`config.mk`:
```
export PLATFORM = sky130hd
export DESIGN_NAME = otf_top
export DESIGN_NICKNAME = d
export VERILOG_FILES = /design/src/otf_top.v
export VERILOG_INCLUDE_DIRS = /design/src /design/src/src
export SDC_FILE = /design/constraint.sdc
export NUM_CORES = 1
export LEC_CHECK = 0
export ABC_AREA = 1
export ABC_CLOCK_PERIOD_IN_PS = 8400
export BUFFER_PORTS_ARGS = -buffer_cell sky130_fd_sc_hd__buf_2
export CORE_ASPECT_RATIO = 0.5
export CORE_MARGIN = 8
export CORE_UTILIZATION = 57
export DETAILED_ROUTE_END_ITERATION = 8
export GPL_ROUTABILITY_DRIVEN = 1
export PLACE_DENSITY = 0.84
export SLEW_MARGIN = 20
export SYNTH_ARGS = -nofsm -noshare
export SYNTH_HDL_FRONTEND = slang
export SYNTH_SLANG_ARGS = --single-unit
```
`constraint.sdc`:
```
create_clock -name CORE_CLK -period 8.4 [get_ports CORE_CLK]
set_input_delay 1.68 -clock CORE_CLK [delete_from_list [all_inputs] [get_ports CORE_CLK]]
set_output_delay 1.68 -clock CORE_CLK [all_outputs]
set_load 0.02 [all_outputs]
```
`src/otf_map.vh`:
```
// Purpose: register offsets, fields, resets and timing counts for the
//   offset trim and filter block
// Assumes: AXI4-Lite byte addressing, one 32-bit word per register
// Notes: printed offsets are not all multiples of four, so each is kept
//   as an index and the byte address is four times the index
`ifndef OTF_MAP_VH
`define OTF_MAP_VH

// register indices as printed
`define OTF_IDX_TRIM_A_INB 9'h08C
`define OTF_IDX_TRIM_C_INA 9'h08E
`define OTF_IDX_TRIM_C_INB 9'h090
`define OTF_IDX_TRIM_B_INA 9'h092
`define OTF_IDX_TRIM_B_INB 9'h094
`define OTF_IDX_FILT_LOW 9'h097
`define OTF_IDX_FILT_HIGH 9'h098
// own registers: calibration control and status
`define OTF_IDX_CAL_CTRL 9'h0A0
`define OTF_IDX_CAL_STAT 9'h0A1

// control fields
`define OTF_CTRL_BG 0
`define OTF_CTRL_BGOS 1
`define OTF_CTRL_FGOS 2
`define OTF_CTRL_FILT 3
`define OTF_CTRL_FGRUN 4
`define OTF_CTRL_STOP 5
`define OTF_CTRL_W 6

// reset values
`define OTF_RST_FILT_LOW 8'h00
`define OTF_RST_FILT_HIGH 8'h33
`define OTF_RST_TRIM 12'h800

// bandwidth codes and soak base
`define OTF_BW_MIN 4'h1
`define OTF_BW_MAX 4'h5
`define OTF_SHIFT_BASE 5'h09
`define OTF_SOAK_UNIT 16'h0400

// bus answers
`define OTF_RESP_OKAY 2'h0
`define OTF_RESP_SLVERR 2'h2

`endif

```
`src/otf_top.v`:
```
// Purpose: offset trim registers and IIR offset filter with AXI4-Lite
// Assumes: samples from one core at a time, tagged with core and input
// Notes: output stream passes a two-entry skid buffer
//
// The implementer's own choice: the AXI4-Lite register port.
`timescale 1ns/1ps
`include "otf_map.vh"

module otf_top #(
  parameter DW = 16,
  parameter [11:0] FACTORY_TRIM = `OTF_RST_TRIM
) (
  // clock and reset
  input wire CORE_CLK,
  input wire RST_N,
  // axi4-lite write
  input wire [11:0] S_AXI_AWADDR,
  input wire S_AXI_AWVALID,
  output reg S_AXI_AWREADY,
  input wire [31:0] S_AXI_WDATA,
  input wire [3:0] S_AXI_WSTRB,
  input wire S_AXI_WVALID,
  output reg S_AXI_WREADY,
  output reg [1:0] S_AXI_BRESP,
  output reg S_AXI_BVALID,
  input wire S_AXI_BREADY,
  // axi4-lite read
  input wire [11:0] S_AXI_ARADDR,
  input wire S_AXI_ARVALID,
  output reg S_AXI_ARREADY,
  output reg [31:0] S_AXI_RDATA,
  output reg [1:0] S_AXI_RRESP,
  output reg S_AXI_RVALID,
  input wire S_AXI_RREADY,
  // calibration engine status
  input wire FOREGROUND_CAL_FINISHED_IN,
  input wire BG_HALTED_IN,
  input wire CORE_CALIBRATED,
  // sample stream in: core 0=a 1=b 2=c, input 0=a 1=b
  input wire [DW-1:0] IN_DATA,
  input wire [1:0] IN_CORE,
  input wire IN_SEL,
  input wire IN_VALID,
  output reg IN_READY,
  // sample stream out
  output reg [DW-1:0] OUT_DATA,
  output reg OUT_VALID,
  input wire OUT_READY,
  output reg CORE_ONLINE
);

  // trim index: 0 a_inb,1 c_ina,2 c_inb,3 b_ina,4 b_inb, 7 none
  function [2:0] trim_sel;
    input [8:0] idx;
    begin
      case (idx)
        `OTF_IDX_TRIM_A_INB: trim_sel = 3'h0;
        `OTF_IDX_TRIM_C_INA: trim_sel = 3'h1;
        `OTF_IDX_TRIM_C_INB: trim_sel = 3'h2;
        `OTF_IDX_TRIM_B_INA: trim_sel = 3'h3;
        `OTF_IDX_TRIM_B_INB: trim_sel = 3'h4;
        default: trim_sel = 3'h7;
      endcase
    end
  endfunction

  reg [15:0] trim [0:4];
  reg [7:0] filt_low;
  reg [7:0] filt_high;
  reg [`OTF_CTRL_W-1:0] cal_ctrl;
  reg [11:0] aw_addr;
  reg aw_have;
  reg [31:0] w_data;
  reg [3:0] w_strb;
  reg w_have;
  reg [8:0] rd_idx;
  reg [31:0] rd_word;
  reg rd_ok;
  reg [2:0] wsel;
  reg wr_ok;
  reg [31:0] acc;
  reg [31:0] mismatch;
  reg [17:0] soak_cnt;
  reg [DW-1:0] buf_data [0:1];
  reg [1:0] buf_cnt;
  reg buf_wr;
  reg [DW-1:0] next_out;
  integer i;

  wire [3:0] bw_code = filt_high[7:4];
  wire [3:0] soak_code = filt_high[3:0];
  wire dc_preserve = filt_low[0];
  wire filt_on = cal_ctrl[`OTF_CTRL_FILT];
  wire bg_on = cal_ctrl[`OTF_CTRL_BG];
  wire bgos_on = cal_ctrl[`OTF_CTRL_BGOS];
  // reserved bandwidth codes leave the filter bypassed
  wire bw_ok = (bw_code >= `OTF_BW_MIN) && (bw_code <= `OTF_BW_MAX);
  // coefficient 2^-(9+code): code 1 gives 2^-10, code 5 gives 2^-14
  wire [4:0] shift = `OTF_SHIFT_BASE + {1'b0, bw_code};
  wire soak_apply = filt_on && bg_on;
  // a write fires once address and data are both held
  wire wr_fire = aw_have && w_have && !S_AXI_BVALID;

  // trim lookup from core and input
  reg [2:0] apply_sel;
  reg [11:0] apply_trim;
  always @* begin
    case ({IN_CORE, IN_SEL})
      3'b001: apply_sel = 3'h0;
      3'b100: apply_sel = 3'h1;
      3'b101: apply_sel = 3'h2;
      3'b010: apply_sel = 3'h3;
      3'b011: apply_sel = 3'h4;
      default: apply_sel = 3'h7;
    endcase
    // core a on input a has no trim here, passes uncorrected
    if (apply_sel == 3'h7)
      apply_trim = 12'h800;
    else
      apply_trim = trim[apply_sel][11:0];
  end

  // write decode; the calibration guards on trim writes are enforced here
  always @* begin
    wsel = trim_sel(aw_addr[10:2]);
    // trim writes during foreground calibration or background offset calibration are refused so trims stay coherent
    wr_ok = !cal_ctrl[`OTF_CTRL_FGRUN] && !(bg_on && bgos_on);
  end

  // read decode
  always @* begin
    rd_idx = S_AXI_ARADDR[10:2];
    rd_ok = 1'b1;
    rd_word = 32'h00000000;
    if (trim_sel(rd_idx) != 3'h7)
      rd_word = {16'h0000, trim[trim_sel(rd_idx)]};
    else case (rd_idx)
      `OTF_IDX_FILT_LOW: rd_word = {24'h000000, filt_low};
      `OTF_IDX_FILT_HIGH: rd_word = {24'h000000, filt_high};
      `OTF_IDX_CAL_CTRL: rd_word = {26'h0000000, cal_ctrl};
      `OTF_IDX_CAL_STAT:
        rd_word = {29'h00000000, CORE_ONLINE, BG_HALTED_IN, FOREGROUND_CAL_FINISHED_IN};
      // holes in the map answer with an error
      default: rd_ok = 1'b0;
    endcase
  end

  // axi write channel and register storage
  always @(posedge CORE_CLK) begin
    if (!RST_N) begin
      S_AXI_AWREADY <= 1'b1;
      S_AXI_WREADY <= 1'b1;
      S_AXI_BVALID <= 1'b0;
      S_AXI_BRESP <= `OTF_RESP_OKAY;
      aw_have <= 1'b0;
      w_have <= 1'b0;
      aw_addr <= 12'h000;
      w_data <= 32'h00000000;
      w_strb <= 4'h0;
      for (i = 0; i < 5; i = i + 1)
        trim[i] <= {4'h0, FACTORY_TRIM};
      filt_low <= `OTF_RST_FILT_LOW;
      filt_high <= `OTF_RST_FILT_HIGH;
      cal_ctrl <= {`OTF_CTRL_W{1'b0}};
    end else begin
      if (S_AXI_AWVALID && S_AXI_AWREADY) begin
        aw_addr <= S_AXI_AWADDR;
        aw_have <= 1'b1;
        S_AXI_AWREADY <= 1'b0;
      end
      if (S_AXI_WVALID && S_AXI_WREADY) begin
        w_data <= S_AXI_WDATA;
        w_strb <= S_AXI_WSTRB;
        w_have <= 1'b1;
        S_AXI_WREADY <= 1'b0;
      end
      if (wr_fire) begin
        S_AXI_BVALID <= 1'b1;
        S_AXI_BRESP <= `OTF_RESP_OKAY;
        aw_have <= 1'b0;
        w_have <= 1'b0;
        if (wsel != 3'h7) begin
          if (!wr_ok)
            S_AXI_BRESP <= `OTF_RESP_SLVERR;
          else begin
            // reserved top nibble is stored as written
            if (w_strb[0])
              trim[wsel][7:0] <= w_data[7:0];
            if (w_strb[1])
              trim[wsel][15:8] <= w_data[15:8];
          end
        end else case (aw_addr[10:2])
          `OTF_IDX_FILT_LOW:
            if (w_strb[0]) filt_low <= w_data[7:0];
          `OTF_IDX_FILT_HIGH:
            if (w_strb[0]) filt_high <= w_data[7:0];
          `OTF_IDX_CAL_CTRL:
            if (w_strb[0]) cal_ctrl <= w_data[`OTF_CTRL_W-1:0];
          `OTF_IDX_CAL_STAT: ;
          default: S_AXI_BRESP <= `OTF_RESP_SLVERR;
        endcase
      end
      // response taken: reopen both channels for the next write
      if (S_AXI_BVALID && S_AXI_BREADY) begin
        S_AXI_BVALID <= 1'b0;
        S_AXI_AWREADY <= 1'b1;
        S_AXI_WREADY <= 1'b1;
      end
    end
  end

  // axi read channel; one read at a time
  always @(posedge CORE_CLK) begin
    if (!RST_N) begin
      S_AXI_ARREADY <= 1'b1;
      S_AXI_RVALID <= 1'b0;
      S_AXI_RDATA <= 32'h00000000;
      S_AXI_RRESP <= `OTF_RESP_OKAY;
    end else begin
      if (S_AXI_ARVALID && S_AXI_ARREADY) begin
        // reads are served always; read timing guards are software's
        S_AXI_RDATA <= rd_word;
        S_AXI_RRESP <= rd_ok ? `OTF_RESP_OKAY : `OTF_RESP_SLVERR;
        S_AXI_RVALID <= 1'b1;
        S_AXI_ARREADY <= 1'b0;
      end else if (S_AXI_RVALID && S_AXI_RREADY) begin
        S_AXI_RVALID <= 1'b0;
        S_AXI_ARREADY <= 1'b1;
      end
    end
  end

  // datapath: trim correction then iir offset estimate
  wire in_take = IN_VALID && IN_READY;
  wire [DW+1:0] corr = {2'b00, IN_DATA} + {{(DW-10){1'b0}}, apply_trim}
    - {{(DW-10){1'b0}}, 12'h800};
  // sign-extend the corrected sample for the filter arithmetic
  wire [31:0] samp = {{(32-DW){corr[DW-1]}}, corr[DW-1:0]};
  wire [31:0] err = (samp << 10) - acc;
  // one shift by the whole amount gives coefficient 2^-shift
  wire [31:0] err_sh = $signed(err) >>> shift;
  // offset estimate back at sample scale
  wire [31:0] est = $signed(acc) >>> 10;
  // preserve-dc subtracts only this core's deviation from common mean
  wire [31:0] common = $signed(mismatch) >>> 10;
  // kept apart so the shift stays arithmetic outside an unsigned sum
  wire [31:0] mis_step = $signed(acc - mismatch) >>> 4;

  always @* begin
    if (filt_on && bw_ok && (CORE_ONLINE || !soak_apply)) begin
      if (dc_preserve)
        next_out = samp[DW-1:0] - (est[DW-1:0] - common[DW-1:0]);
      else
        next_out = samp[DW-1:0] - est[DW-1:0];
    end else
      next_out = samp[DW-1:0];
  end

  // first-order iir, acc scaled by 2^10
  always @(posedge CORE_CLK) begin
    if (!RST_N) begin
      acc <= 32'h00000000;
      mismatch <= 32'h00000000;
    end else if (in_take && filt_on && bw_ok) begin
      acc <= acc + err_sh;
      // slow common estimate tracks mean across cores
      mismatch <= mismatch + mis_step;
    end
  end

  // soak counter: online after settle time
  always @(posedge CORE_CLK) begin
    if (!RST_N) begin
      soak_cnt <= 18'h00000;
      CORE_ONLINE <= 1'b0;
    end else if (!soak_apply) begin
      soak_cnt <= 18'h00000;
      CORE_ONLINE <= 1'b1;
    end else if (CORE_CALIBRATED) begin
      // two spare bits: long codes must not wrap to zero and stall
      soak_cnt <= {2'b00, `OTF_SOAK_UNIT} << soak_code[2:0];
      CORE_ONLINE <= 1'b0;
    end else if (soak_cnt != 18'h00000) begin
      soak_cnt <= soak_cnt - 18'h00001;
      CORE_ONLINE <= (soak_cnt == 18'h00001);
    end
  end

  // two-entry buffer, back-pressure via IN_READY
  always @* begin
    buf_wr = in_take;
  end
  always @(posedge CORE_CLK) begin
    if (!RST_N) begin
      buf_cnt <= 2'h0;
      OUT_VALID <= 1'b0;
      OUT_DATA <= {DW{1'b0}};
      IN_READY <= 1'b0;
      buf_data[0] <= {DW{1'b0}};
      buf_data[1] <= {DW{1'b0}};
    end else begin
      // pop first; a write in the same cycle refills behind it
      if (OUT_VALID && OUT_READY) begin
        if (buf_cnt == 2'h2) begin
          OUT_DATA <= buf_data[1];
          buf_cnt <= buf_wr ? 2'h2 : 2'h1;
          if (buf_wr)
            buf_data[1] <= next_out;
        end else if (buf_wr) begin
          OUT_DATA <= next_out;
        end else begin
          OUT_VALID <= 1'b0;
          buf_cnt <= 2'h0;
        end
      end else if (buf_wr) begin
        if (!OUT_VALID) begin
          OUT_DATA <= next_out;
          OUT_VALID <= 1'b1;
          buf_cnt <= 2'h1;
        end else begin
          buf_data[1] <= next_out;
          buf_cnt <= 2'h2;
        end
      end
      // ready only while the skid slot is free after this edge
      IN_READY <= !(buf_cnt == 2'h2 || (buf_cnt == 2'h1 && buf_wr
        && !(OUT_VALID && OUT_READY)));
    end
  end

endmodule

```
# Word-level counts from Yosys, hierarchy flattened
# Memories as Yosys holds them, arrays and structs flattened.
# Index checks and enable logic that the tools add are counted.
# Widths: inputs -> output; s select.
[word_totals]
ff_bits = 197
mem_bits_rw = 112
input_bits = 91
output_inout_bits = 60
wordCells = 190
n_memories = 2
[mem_list]
columns = ["name", "words", "word_bits", "rd", "rd_ports_with_merged_regs", "wr", "line_no", "text"]
rows = [
  ["trim", 5, 16, 2, 0, 5, "otf_top.v:67", "reg [15:0] trim [0:4];"],
  ["buf_data", 2, 16, 1, 0, 2, "otf_top.v:84", "reg [DW-1:0] buf_data [0:1];"],
]
[classes]
addsub = 11
order_cmp = 2
n_eq_ne = 34
shifts = 2
n_mux = 67
n_bitwise = 4
reduce_logical = 44
[ops]
columns = ["cell", "n"]
rows = [
  ["$mux 16", 11],
  ["$eq 9x8->1 const B", 18],
  ["$add 32x32->32", 2],
  ["$sub 32x32->32", 2],
  ["$sub 16x16->16", 3],
  ["$pmux 3 s5", 3],
  ["$mux 1", 36],
  ["$mux 18", 2],
  ["$pmux 8 s4", 1],
  ["$sshr 32x5->32", 1],
  ["$mux 2", 11],
  ["$logic_and 1x1->1", 19],
  ["$eq 18x1->1 const B", 1],
  ["$reduce_bool 18->1", 1],
  ["$shl 11x3->18 const A", 1],
  ["$sub 18x1->18 const B", 1],
  ["$add 16x12->16", 1],
  ["$reduce_or 16->1", 1],
  ["$sub 16x12->16 const B", 1],
  ["$mux 12", 1],
  ["$reduce_and 4->1", 3],
  ["$eq 3x3->1 const B", 3],
  ["$reduce_bool 2->1", 4],
  ["$reduce_or 4->1", 2],
  ["19 further kinds", 35],
]

# Logic depth before layout (Yosys ltp)
# Gate-level depths: netlist (run 1).
[logic_depth]
word_depth = 12
mapped_depth = 52
ltp_nobuf = 51

# Worst setup path before layout (run 1)
# OpenSTA, ideal clock, no wires.
[synth_path]
path_kind = "input to register"
from = "in IN_CORE[0]"
to = "reg acc[18]"
setup_ns = 0.115
arrival_ns = 8.187
t_required_ns = 8.285
setup_slack_ns = 0.098
cell_stages = 45
n_path_buf = 2
path_cell_list = "nand2_1 -> nand2_1 -> clkbuf_1 -> clkbuf_1 -> nand2_1 -> a22o_1 -> o22ai_1 -> ha_1 -> ha_1 -> fa_1 -> nand2_1 -> nand3_1 -> a21oi_1 -> o21ai_0 -> nand2_1 -> nand3_1 -> or2_2 -> and2_1 -> [9 not listed] -> nand3_1 -> nand3_1 -> nand3_1 -> nand2_1 -> o21ai_1 -> ha_1 -> fa_1 -> nand3_1 -> nand2_1 -> a21oi_1 -> o21ai_2 -> a31oi_1 -> o21ai_0 -> nand2_1 -> nand2_1 -> xor2_1 -> o21ai_0 -> inv_1"
[synth_between]
elab_chain_cells = 9
elab_cells_between_ends = 14
classes_between = "4 x add/sub; 6 x eq/ne; 1 x shift; 2 x mux; 1 x memory"
[synth_lines]
columns = ["element", "line_no", "text"]
rows = [
  ["from (decl)", "otf_top.v:41", "input wire [1:0] IN_CORE,"],
  ["$eq 3x2->1 (tied with other cells)", "otf_top.v:108", "case ({IN_CORE, IN_SEL})"],
  ["$pmux 3 s5 (*)", "otf_top.v:108", ""],
  ["$mem_v2 5x16 / $eq 3x3->1 (equally long branches)", "-", ""],
  ["$mux 12 (*)", "otf_top.v:117", "if (apply_sel == 3'h7)"],
  ["$add 16x12->16 (*)", "otf_top.v:235", "wire [DW+1:0] corr = {2'b00, IN_DATA} + {{(DW-10){1'b0}}, apply_trim}"],
  ["$sub 16x12->16 (*)", "otf_top.v:236", "- {{(DW-10){1'b0}}, 12'h800};"],
  ["$sub 32x32->32 (*)", "otf_top.v:239", "wire [31:0] err = (samp << 10) - acc;"],
  ["$sshr 32x5->32 (*)", "otf_top.v:241", "wire [31:0] err_sh = $signed(err) >>> shift;"],
  ["$add 32x32->32 (*)", "otf_top.v:265", "acc <= acc + err_sh;"],
  ["to (signal assigned)", "otf_top.v:265", ""],
  ["to (decl)", "otf_top.v:81", "reg [31:0] acc;"],
]
# Mark *: on every way between the ends. The rest lies on a longest branch, timed or not.
# A chain may end at the register's enable or synchronous reset.

# Final worst setup path (run 1)
[layout_path]
from = "in IN_CORE[1]"
to = "reg acc[30]"
# The elaborated chain is that of the path after synthesis.

==> flow_results.org, run 1 <==
** Clock network
- After clock tree synthesis, the clock-pin slew on the worst setup and hold paths is 0.06 ns.
- The number of clock buffers added by TritonCTS is 30.
- Hold repair after CTS inserted 0 buffers.
- Counting along the longest clock path gives a buffer depth of 3.
- Total number of H-tree levels :: 1
- Clock insertion delay at the later pin of the skew report :: 0.61 ns
- Number of sinks on the clock net :: 313
- Root buffer cell :: sky130_fd_sc_hd__clkbuf_16
- TritonCTS clock tree :: built

** Synthesis
- Area share of the leading cell type in the synthesized netlist :: 16.6%
- Sequential area share after synthesis :: 31.0%
- The commonest cells after synthesis are 688 x sky130_fd_sc_hd__nand2_1, 433 x sky130_fd_sc_hd__inv_1, 387 x sky130_fd_sc_hd__a21oi_1.
- The Yosys step of the flow raised 0 warnings.
- The largest total area in the synthesized netlist belongs to sky130_fd_sc_hd__edfxtp_1.
- Synth Register Bits :: 313
- Synth area leaders :: sky130_fd_sc_hd__edfxtp_1 17%, sky130_fd_sc_hd__dfxtp_1 14%, sky130_fd_sc_hd__nand2_1 11%
- In the synthesized netlist the dominant register cell turns out to be sky130_fd_sc_hd__dfxtp_1.
- Post-Syn Area :: 24600 sq um
- Average instance area after synthesis :: 6.98 sq um
- Counting flops with an async set or reset pin after synthesis yields a share of 0%.
- The number of different library cells used by synthesis comes to 59.
- Counting flops with a built-in enable in the synthesized netlist gives 136.
- Synthesis produced 3523 cells.
- Most frequent cell after synthesis :: sky130_fd_sc_hd__nand2_1

** Timing
- In the finished design, the share of the clock period the worst path needs comes to 96.9%.
- The final count of pins violating max slew was 0.
- Clock skew on the completed layout was measured at 0.0223 ns.
- Across all setup checks in the final design, the least slack found is 0.264 ns.
- For the pin with the worst max-slew slack, the measured transition is 1.09 ns.
- In this run the tightest slew margin relative to its limit is 27.3%.
- Maximum clock frequency :: 123 MHz
- Final setup violation count :: 0
- The routed design could run at a clock period as short as 8.14 ns.
- Setup repair after global routing could not meet its margin everywhere.
- The final hold violation count is 0.

** Outcome
- The flow ran to the end, and the final reports show no timing, DRC or antenna violations.

** Setup path
- For the worst setup path, the data required time is 8.89 ns.
- Type of origin of the critical path :: primary input
- The worst register-to-register path has a setup slack of 1.46 ns.
- Arr. time, crit path :: 8.63 ns
- Type of the setup path with the least slack :: in -> reg
- The largest single stage delay on the critical path is 0.40 ns.
- Of all nets on the critical path, the largest fanout is 8.
- The worst setup path is captured at a register.
- For the worst flop-to-flop path, the logic depth is 46.
- Most frequent CP cell :: sky130_fd_sc_hd__nand2_1
- Highest-delay cell along the critical path :: sky130_fd_sc_hd__ha_1

** Die
- Cell Rows :: 53
- Top-level I/O count :: 151
- In this run the standard cell core region covers 42200 sq um.
- Total die area :: 50400 sq um
- From bottom edge to top edge, the die measures 163 um.
- Horizontal die dimension :: 310 um
- Starting Density :: 58.2%

** GRT
- In the global route stage, overall resource usage came out at 32.1%.
- The number of antenna violations at the first check in global routing came to 0.
- Number of global-route vias before repair :: 24700
- Entering global routing, the biggest net connects 103 pins.
- Grt ovf :: 0
- First-pass GRT wire length :: 130 mm

** Power and ir drop
- The clock network is responsible for 21.6% of the overall power.
- VDD IR-drop max :: 0.191 mV
- Summed over all nets, the switching power comes to 2.50 mW.
- The design draws 6.15 mW.
- Dividing total power by cell area gives a power density of 208 nW/um^2.
- Of the total power, the share spent switching nets is 40.7%.
- In this run, the combinational gates consume 51.1% of the power.
- Sequential share of power :: 27.3%
- Internal power contribution :: 3.65 mW
- Total leakage power :: 14.2 nW

** Routing
- Detailed-router iteration count before antenna repair :: 6
- Post-DR vias/cell :: 5.92
- After the first detailed-routing iteration, the DRC count stood at 3141.
- Final antenna-violating net count :: 0
- Dividing the detail-routed wire length by the instance count gives 19.3 um.
- DRC violation count after routing :: 0
- For this block, the via count after detailed routing is 26500.
- Wires add up to 86.4 mm.

** Placed design
- HPWL Detailed :: 65.1 mm
- Count of port buffers added during placement :: 108
- OpenSTA, run right after detailed placement, puts the worst setup slack at -0.799 ns.
- Routability congestion estimate from global placement :: 0.987
- The number of placed instances, taps included, is 4417.

** Final layout
- Compared with the post-synthesis result, the final layout area differs by 20.3%.
- Combined area of the multi-input logic cells :: 15800 sq um
- 0 antenna diodes ended up in the layout.
- At the end of the flow, the number of nets in the layout was 4172.
- Filler Cell Count :: 3555
- Fraction of final layout cells with drive strength greater than 1 :: 16.9%
- For this run, the number of standard cells in the final layout without fillers is 4486.
- Summing all flip-flop and latch instances after layout gives 7630 sq um.

** Min path
- Counting instances, the worst hold path has a depth of 0.
- Min-Delay Path Class :: reg -> reg

** Flow run
- Max-capacitance violation count :: 0
-- registers in the layout, summed over array words and instances (netlist names), 2 cells and up --
register / cells
trim: 120
acc: 32
mismatch: 32
soak_cnt: 18
OUT_DATA: 16
S_AXI_RDATA: 16
buf_data: 16
w_data: 16
aw_addr: 9
filt_high: 8
filt_low: 8
cal_ctrl: 6
buf_cnt: 2
w_strb: 2
-- per-layer routing --
layer	vias to the layer above	global-route usage, %	share of wire, %
met5	-	0	0
met4	0	11.0	3.5
met3	225	4.75	9.5
met2	1351	53.8	46
met1	12400	42.4	41
li1	12600	-	-
-- kinds of logic after synthesis --
family          synth area share (%)
simple gates                    24.1
compound gates                  20.4
buf+inv                         9.28
flops                           31.0
fa+ha+maj                       10.5
xor+xnor                        4.35
mux                            0.310
other cells                   0.0152
-- through the flow --
stage / TNS, ns / area [sq um] / hold slack (ns) / utilization [%]
after detailed placement: -15.14 / 27700 / 0.419 / 65.5
after floorplan: 0 / 24800 / 0.408 / -
after CTS: 0 / 28700 / 0.435 / 67.9
after global placement: -11.89 / 27700 / 0.411 / 65.5
after global routing: -0.758 / 29600 / 0.445 / 70.0
final: 0 / 29600 / 0.438 / 70.0
-- layout by cell type, fill, tap and decap left out, types with 136 or more instances in the layout --
master	instances
sky130_fd_sc_hd__nand2_1	662
sky130_fd_sc_hd__inv_1	428
sky130_fd_sc_hd__a21oi_1	365
sky130_fd_sc_hd__nor2_1	299
sky130_fd_sc_hd__buf_4	297
sky130_fd_sc_hd__o21ai_0	279
sky130_fd_sc_hd__nand3_1	265
sky130_fd_sc_hd__dfxtp_1	177
sky130_fd_sc_hd__ha_1	149
sky130_fd_sc_hd__edfxtp_1	136
-- path summary, 6_finish.rpt --
path / startpoint / to
worst min register to register: w_data[15] / trim[5][15]
worst max-delay path: IN_CORE[1] / acc[30]
worst min-delay path: w_data[15] / trim[5][15]
worst max register to register: trim[0][1] / acc[30]
-- timing repair --
action	CTS	global route
resized for setup	18	172
setup buffers	1	13
setup endpoints to repair	18	26
pin swaps	1	53
-- power by group through the flow --
stage | Combinational [mW] | Sequential [mW] | Clock [mW]
finish | 3.15 | 1.68 | 1.33
floorplan | 1.64 | 1.72 | 0
detailed placement | 2.82 | 1.71 | 0
CTS | 2.86 | 1.68 | 1.32
global placement | 2.78 | 1.71 | 0
global route | 3.41 | 1.68 | 1.38
-- critical path, delay by kind of cell --
family | cells | cell delay (ns)
compound gates | 12 | 1.78
simple gates | 29 | 3.10
buf+inv | 7 | 0.75
fa+ha+maj | 4 | 1.29
-- cell type report --
| cell class | instances | area share (%) |
|---|---|---|
| clock buffer | 42 | 2.72 |
| clock inverter | 13 | 0.385 |
| inverter | 443 | 5.63 |
| multi-input combinational | 2686 | 53.3 |
| sequential | 313 | 25.8 |
| tap | 577 | 2.44 |
| timing repair buffer | 412 | 9.73 |
Note: power is estimated with default switching activity, not from simulation.
==> run 2, diff against run 1 <==
CORE_MARGIN = 2   (was 8)
SLEW_MARGIN = not set   (was 20)
==> run 2 against run 1 <==
Via count is essentially flat. Routed wire length shrank 4.1%. Setup slack lost 0.061 ns. Cell count is essentially flat. Critical path type unchanged. Combinational power is essentially flat. Register-to-register slack lost 0.02 ns.
==> flow_results.org, run 2 (synthesis results as in run 1) <==
** Timing
- Endpoints failing hold :: 0 (unchanged)
- Relative slew slack :: 17.1% (-10 points)
- Setup repair after global routing could not meet its margin everywhere.
- The post-layout minimum cycle time was 8.20 ns (+0.0614 ns).
- The total of endpoints with negative setup slack in the final report is 0 (unchanged).
- The smallest hold slack was 0.441 ns (+0.00269 ns).
- Maximum clock frequency :: 122 MHz (-0.75%)
- Clock Skews :: 0.0229 ns (+0.000586 ns)
- The share of the clock period used by the worst path after layout came to 97.6% (+0.73 points).
- Final critical-path setup slack :: 0.203 ns (-0.0614 ns)
- Final total negative setup slack :: 0 ns (unchanged)
- Transition at the pin with the smallest max-transition slack :: 1.24 ns (+0.152 ns)
- Number of max-slew violations in the final report :: 0 (unchanged)

** Setup path
- The critical path data arrival time is 8.73 ns (+0.10 ns).
- The worst setup path is captured at a register.
- Largest stage delay, worst path :: 0.36 ns (-0.04 ns)
- The worst register-to-register path ends at acc[31].
- Among the stages of the critical path, the cell type that occurs most often is sky130_fd_sc_hd__buf_4.
- The worst-path maximum fanout was 8 (unchanged).
- Type of origin of the critical path :: primary input
- In this design, the largest share of critical-path delay is due to simple AND/OR/NAND/NOR gates.
- The total buffers and inverters traversed by the critical path is 13 (+6).
- In this run the critical register-to-register path is launched from trim[3][1].
- Type of the setup path with the least slack :: in -> reg
- Highest-delay cell along the critical path :: sky130_fd_sc_hd__ha_1
- Required time worst endpoint :: 8.94 ns (+0.05 ns)
- Register-to-register setup slack :: 1.44 ns (-0.02 ns)
- The logic depth of the worst register-to-register path came to 43 (-6.5%).

** GRT
- The fraction of met1 tracks used by global routing was 42.9% (+0.51 points).
- The number of global-route vias before repair is 24100 (-2.2%).
- GR Layer Usage met2 :: 59.4% (+5.6 points)
- Global Route Usage Sum :: 34.6% (+2.5 points)
- Grt peak-use layer :: met2
- The met3 track utilization from global routing is 6.96% (+2.2 points).
- The first-pass GRT wire length came to 124 mm (-5.2%).
- The number of antenna violations at the first check in global routing is 2 (+2).
- Grt ovf :: 0 (unchanged)
- The maximum number of pins on one net before global-route repair is 103 (unchanged).

** Routing
- Overall via count from detail_route :: 26500 (-0.072%)
- Routed wire length per instance :: 18.5 um (-4.1%)
- The DRC violation count after routing was 0 (unchanged).
- The detailed-route vias per instance is 5.92 (about the same).
- The final wirelength came to 82.8 mm (-4.1%).
- The number of iterations in the first detailed-routing pass came to 6 (unchanged).
- Final antenna-violating net count :: 0 (unchanged)
- Number of DRC markers after the initial detailed-route iteration :: 2965 (-5.6%)

** Clock network
- Post-CTS clock slew at the launch and capture registers of the worst setup and hold paths :: 0.06 ns (about the same)
- Clock insertion delay at the later pin of the skew report :: 0.62 ns (about the same)
- The number of buffers added to fix hold violations after cts was 0 (unchanged).
- Total number of H-tree levels :: 1 (unchanged)
- The maximum buffer depth of the clock tree is 3 (unchanged).
- TritonCTS clock tree :: built
- The total number of clock tree sinks was 313 (unchanged).
- Cts bufs inserted :: 30 (unchanged)
- Root buffer cell :: sky130_fd_sc_hd__clkbuf_16

** Min path
- The path with the worst hold slack has its endpoint at trim[5][12].
- In this run the worst hold path is classified as reg -> reg.
- Startpoint of the most critical hold path :: w_data[12]
- Hold path depth :: 0 (unchanged)

** Die
- Total die area :: 44900 sq um (-11%)
- The die height is 151 um (-7.4%).
- The site row count was 53 (unchanged).
- The width of the die came to 298 um (-3.9%).
- Starting Density :: 58.2% (unchanged)
- Top-level I/O count :: 151 (unchanged)
- Standard cell core area :: 42200 sq um (unchanged)

** Final layout
- Syn-to-layout area delta :: 20.7%
- The flip-flop count of the largest register, all copies and words added was 120 (unchanged).
- Register ranked first by flip-flop count :: trim
- Most common library cell in the layout ignoring fill and taps :: sky130_fd_sc_hd__nand2_1
- Top library cells by usage in the layout, fill and taps aside :: 660 x sky130_fd_sc_hd__nand2_1, 430 x sky130_fd_sc_hd__inv_1, 356 x sky130_fd_sc_hd__a21oi_1
- Nets@finish :: 4170 (-0.048%)
- The share of post-route cells with drive strength above 1 is 17.6% (+0.77 points).
- The antenna diode count is 0 (unchanged).
- In the final layout, the registers with the most flip-flops are trim: 120 flops, acc: 32 flops, mismatch: 32 flops.

** Placed design
- The placer congestion estimate came to 1.02 (+3.1%).
- The count of port buffers added during placement is 108 (unchanged).
- HPWL Detailed :: 61.1 mm (-6.2%)
- Post-Place Setup Slack :: -0.911 ns (-0.113 ns)

** Power and ir drop
- VDD IR-drop max :: 0.177 mV (-7.5%)
- Total power per unit cell area :: 210 nW/um^2 (+1.1%)
- Total leakage power :: 14.3 nW (+0.69%)
- Power, Total :: 6.24 mW (+1.5%)

** Flow run
- The count of maximum capacitance violations is 0 (unchanged).

** Outcome
- The run finished with clean final reports.
[run 2: changes by cell type in the layout (fill, tap and decap cells not counted), moves of 4 or more]
cell / change
sky130_fd_sc_hd__nand3_2: +24
sky130_fd_sc_hd__ha_4: -10
sky130_fd_sc_hd__clkbuf_8: +7
sky130_fd_sc_hd__a21oi_2: +11
sky130_fd_sc_hd__a21oi_1: -9
sky130_fd_sc_hd__clkinv_1: -6
sky130_fd_sc_hd__nor2_2: -4
sky130_fd_sc_hd__ha_1: +10
sky130_fd_sc_hd__clkbuf_1: -7
sky130_fd_sc_hd__nand3_1: -25
sky130_fd_sc_hd__o21ai_0: +5
sky130_fd_sc_hd__buf_4: -4
[run 2: power breakdown]
group / internal (mW) / total (mW) / switching, mW / leakage (nW)
Combinational: 1.31 / 3.15 / 1.83 / 11.0
Sequential: 1.65 / 1.68 / 0.0321 / 2.82
Clock: 0.759 / 1.42 / 0.657 / 0.493
Total: 3.72 / 6.24 / 2.52 / 14.3
[run 2: per-stage QoR]
step	std cells	util [%]	instance area (sq um)
2_1_floorplan	3580	-	24800
3_3_place_gp	4407	65.3	27600
3_5_place_dp	4407	65.3	27600
4_1_cts	4463	67.9	28700
5_1_grt	4485	70.3	29700
6_report	4485	70.3	29700
[run 2: final cells by class]
cell class	count	area, sq um
well taps	577	722
inverters	443	1660
clock buffers	45	911
flip-flops and latches	313	7630
repair buffers	410	2880
multi-input cells	2686	15800
fillers	3411	12600
clock inverters	11	104
[run 2: what timing repair did]
item	4_1_cts	5_1_grt
setup buffers	0	20
gates cloned	0	2
gates resized for setup	11	193
pin swaps	0	61
endpoints found under the setup margin	17	27
[run 2: metal layers]
metal	share of wire (%)	up-vias
met1	39	12300
met3	10	287
met2	47	1402
li1	-	12600
met4	4.6	0
met5	0	-
[run 2: worst max-delay path by stage]
stage,slack (ns),depth (start not counted),endpoint,startpoint
finish,0.20,47,acc[31],IN_SEL
global route,-0.15,48,acc[31],IN_CORE[1]
CTS,0.03,45,acc[18],IN_CORE[1]
detailed placement,-0.91,46,acc[18],IN_CORE[1]
global placement,-0.76,49,acc[29],IN_CORE[1]
floorplan,0.1,45,acc[18],IN_CORE[0]
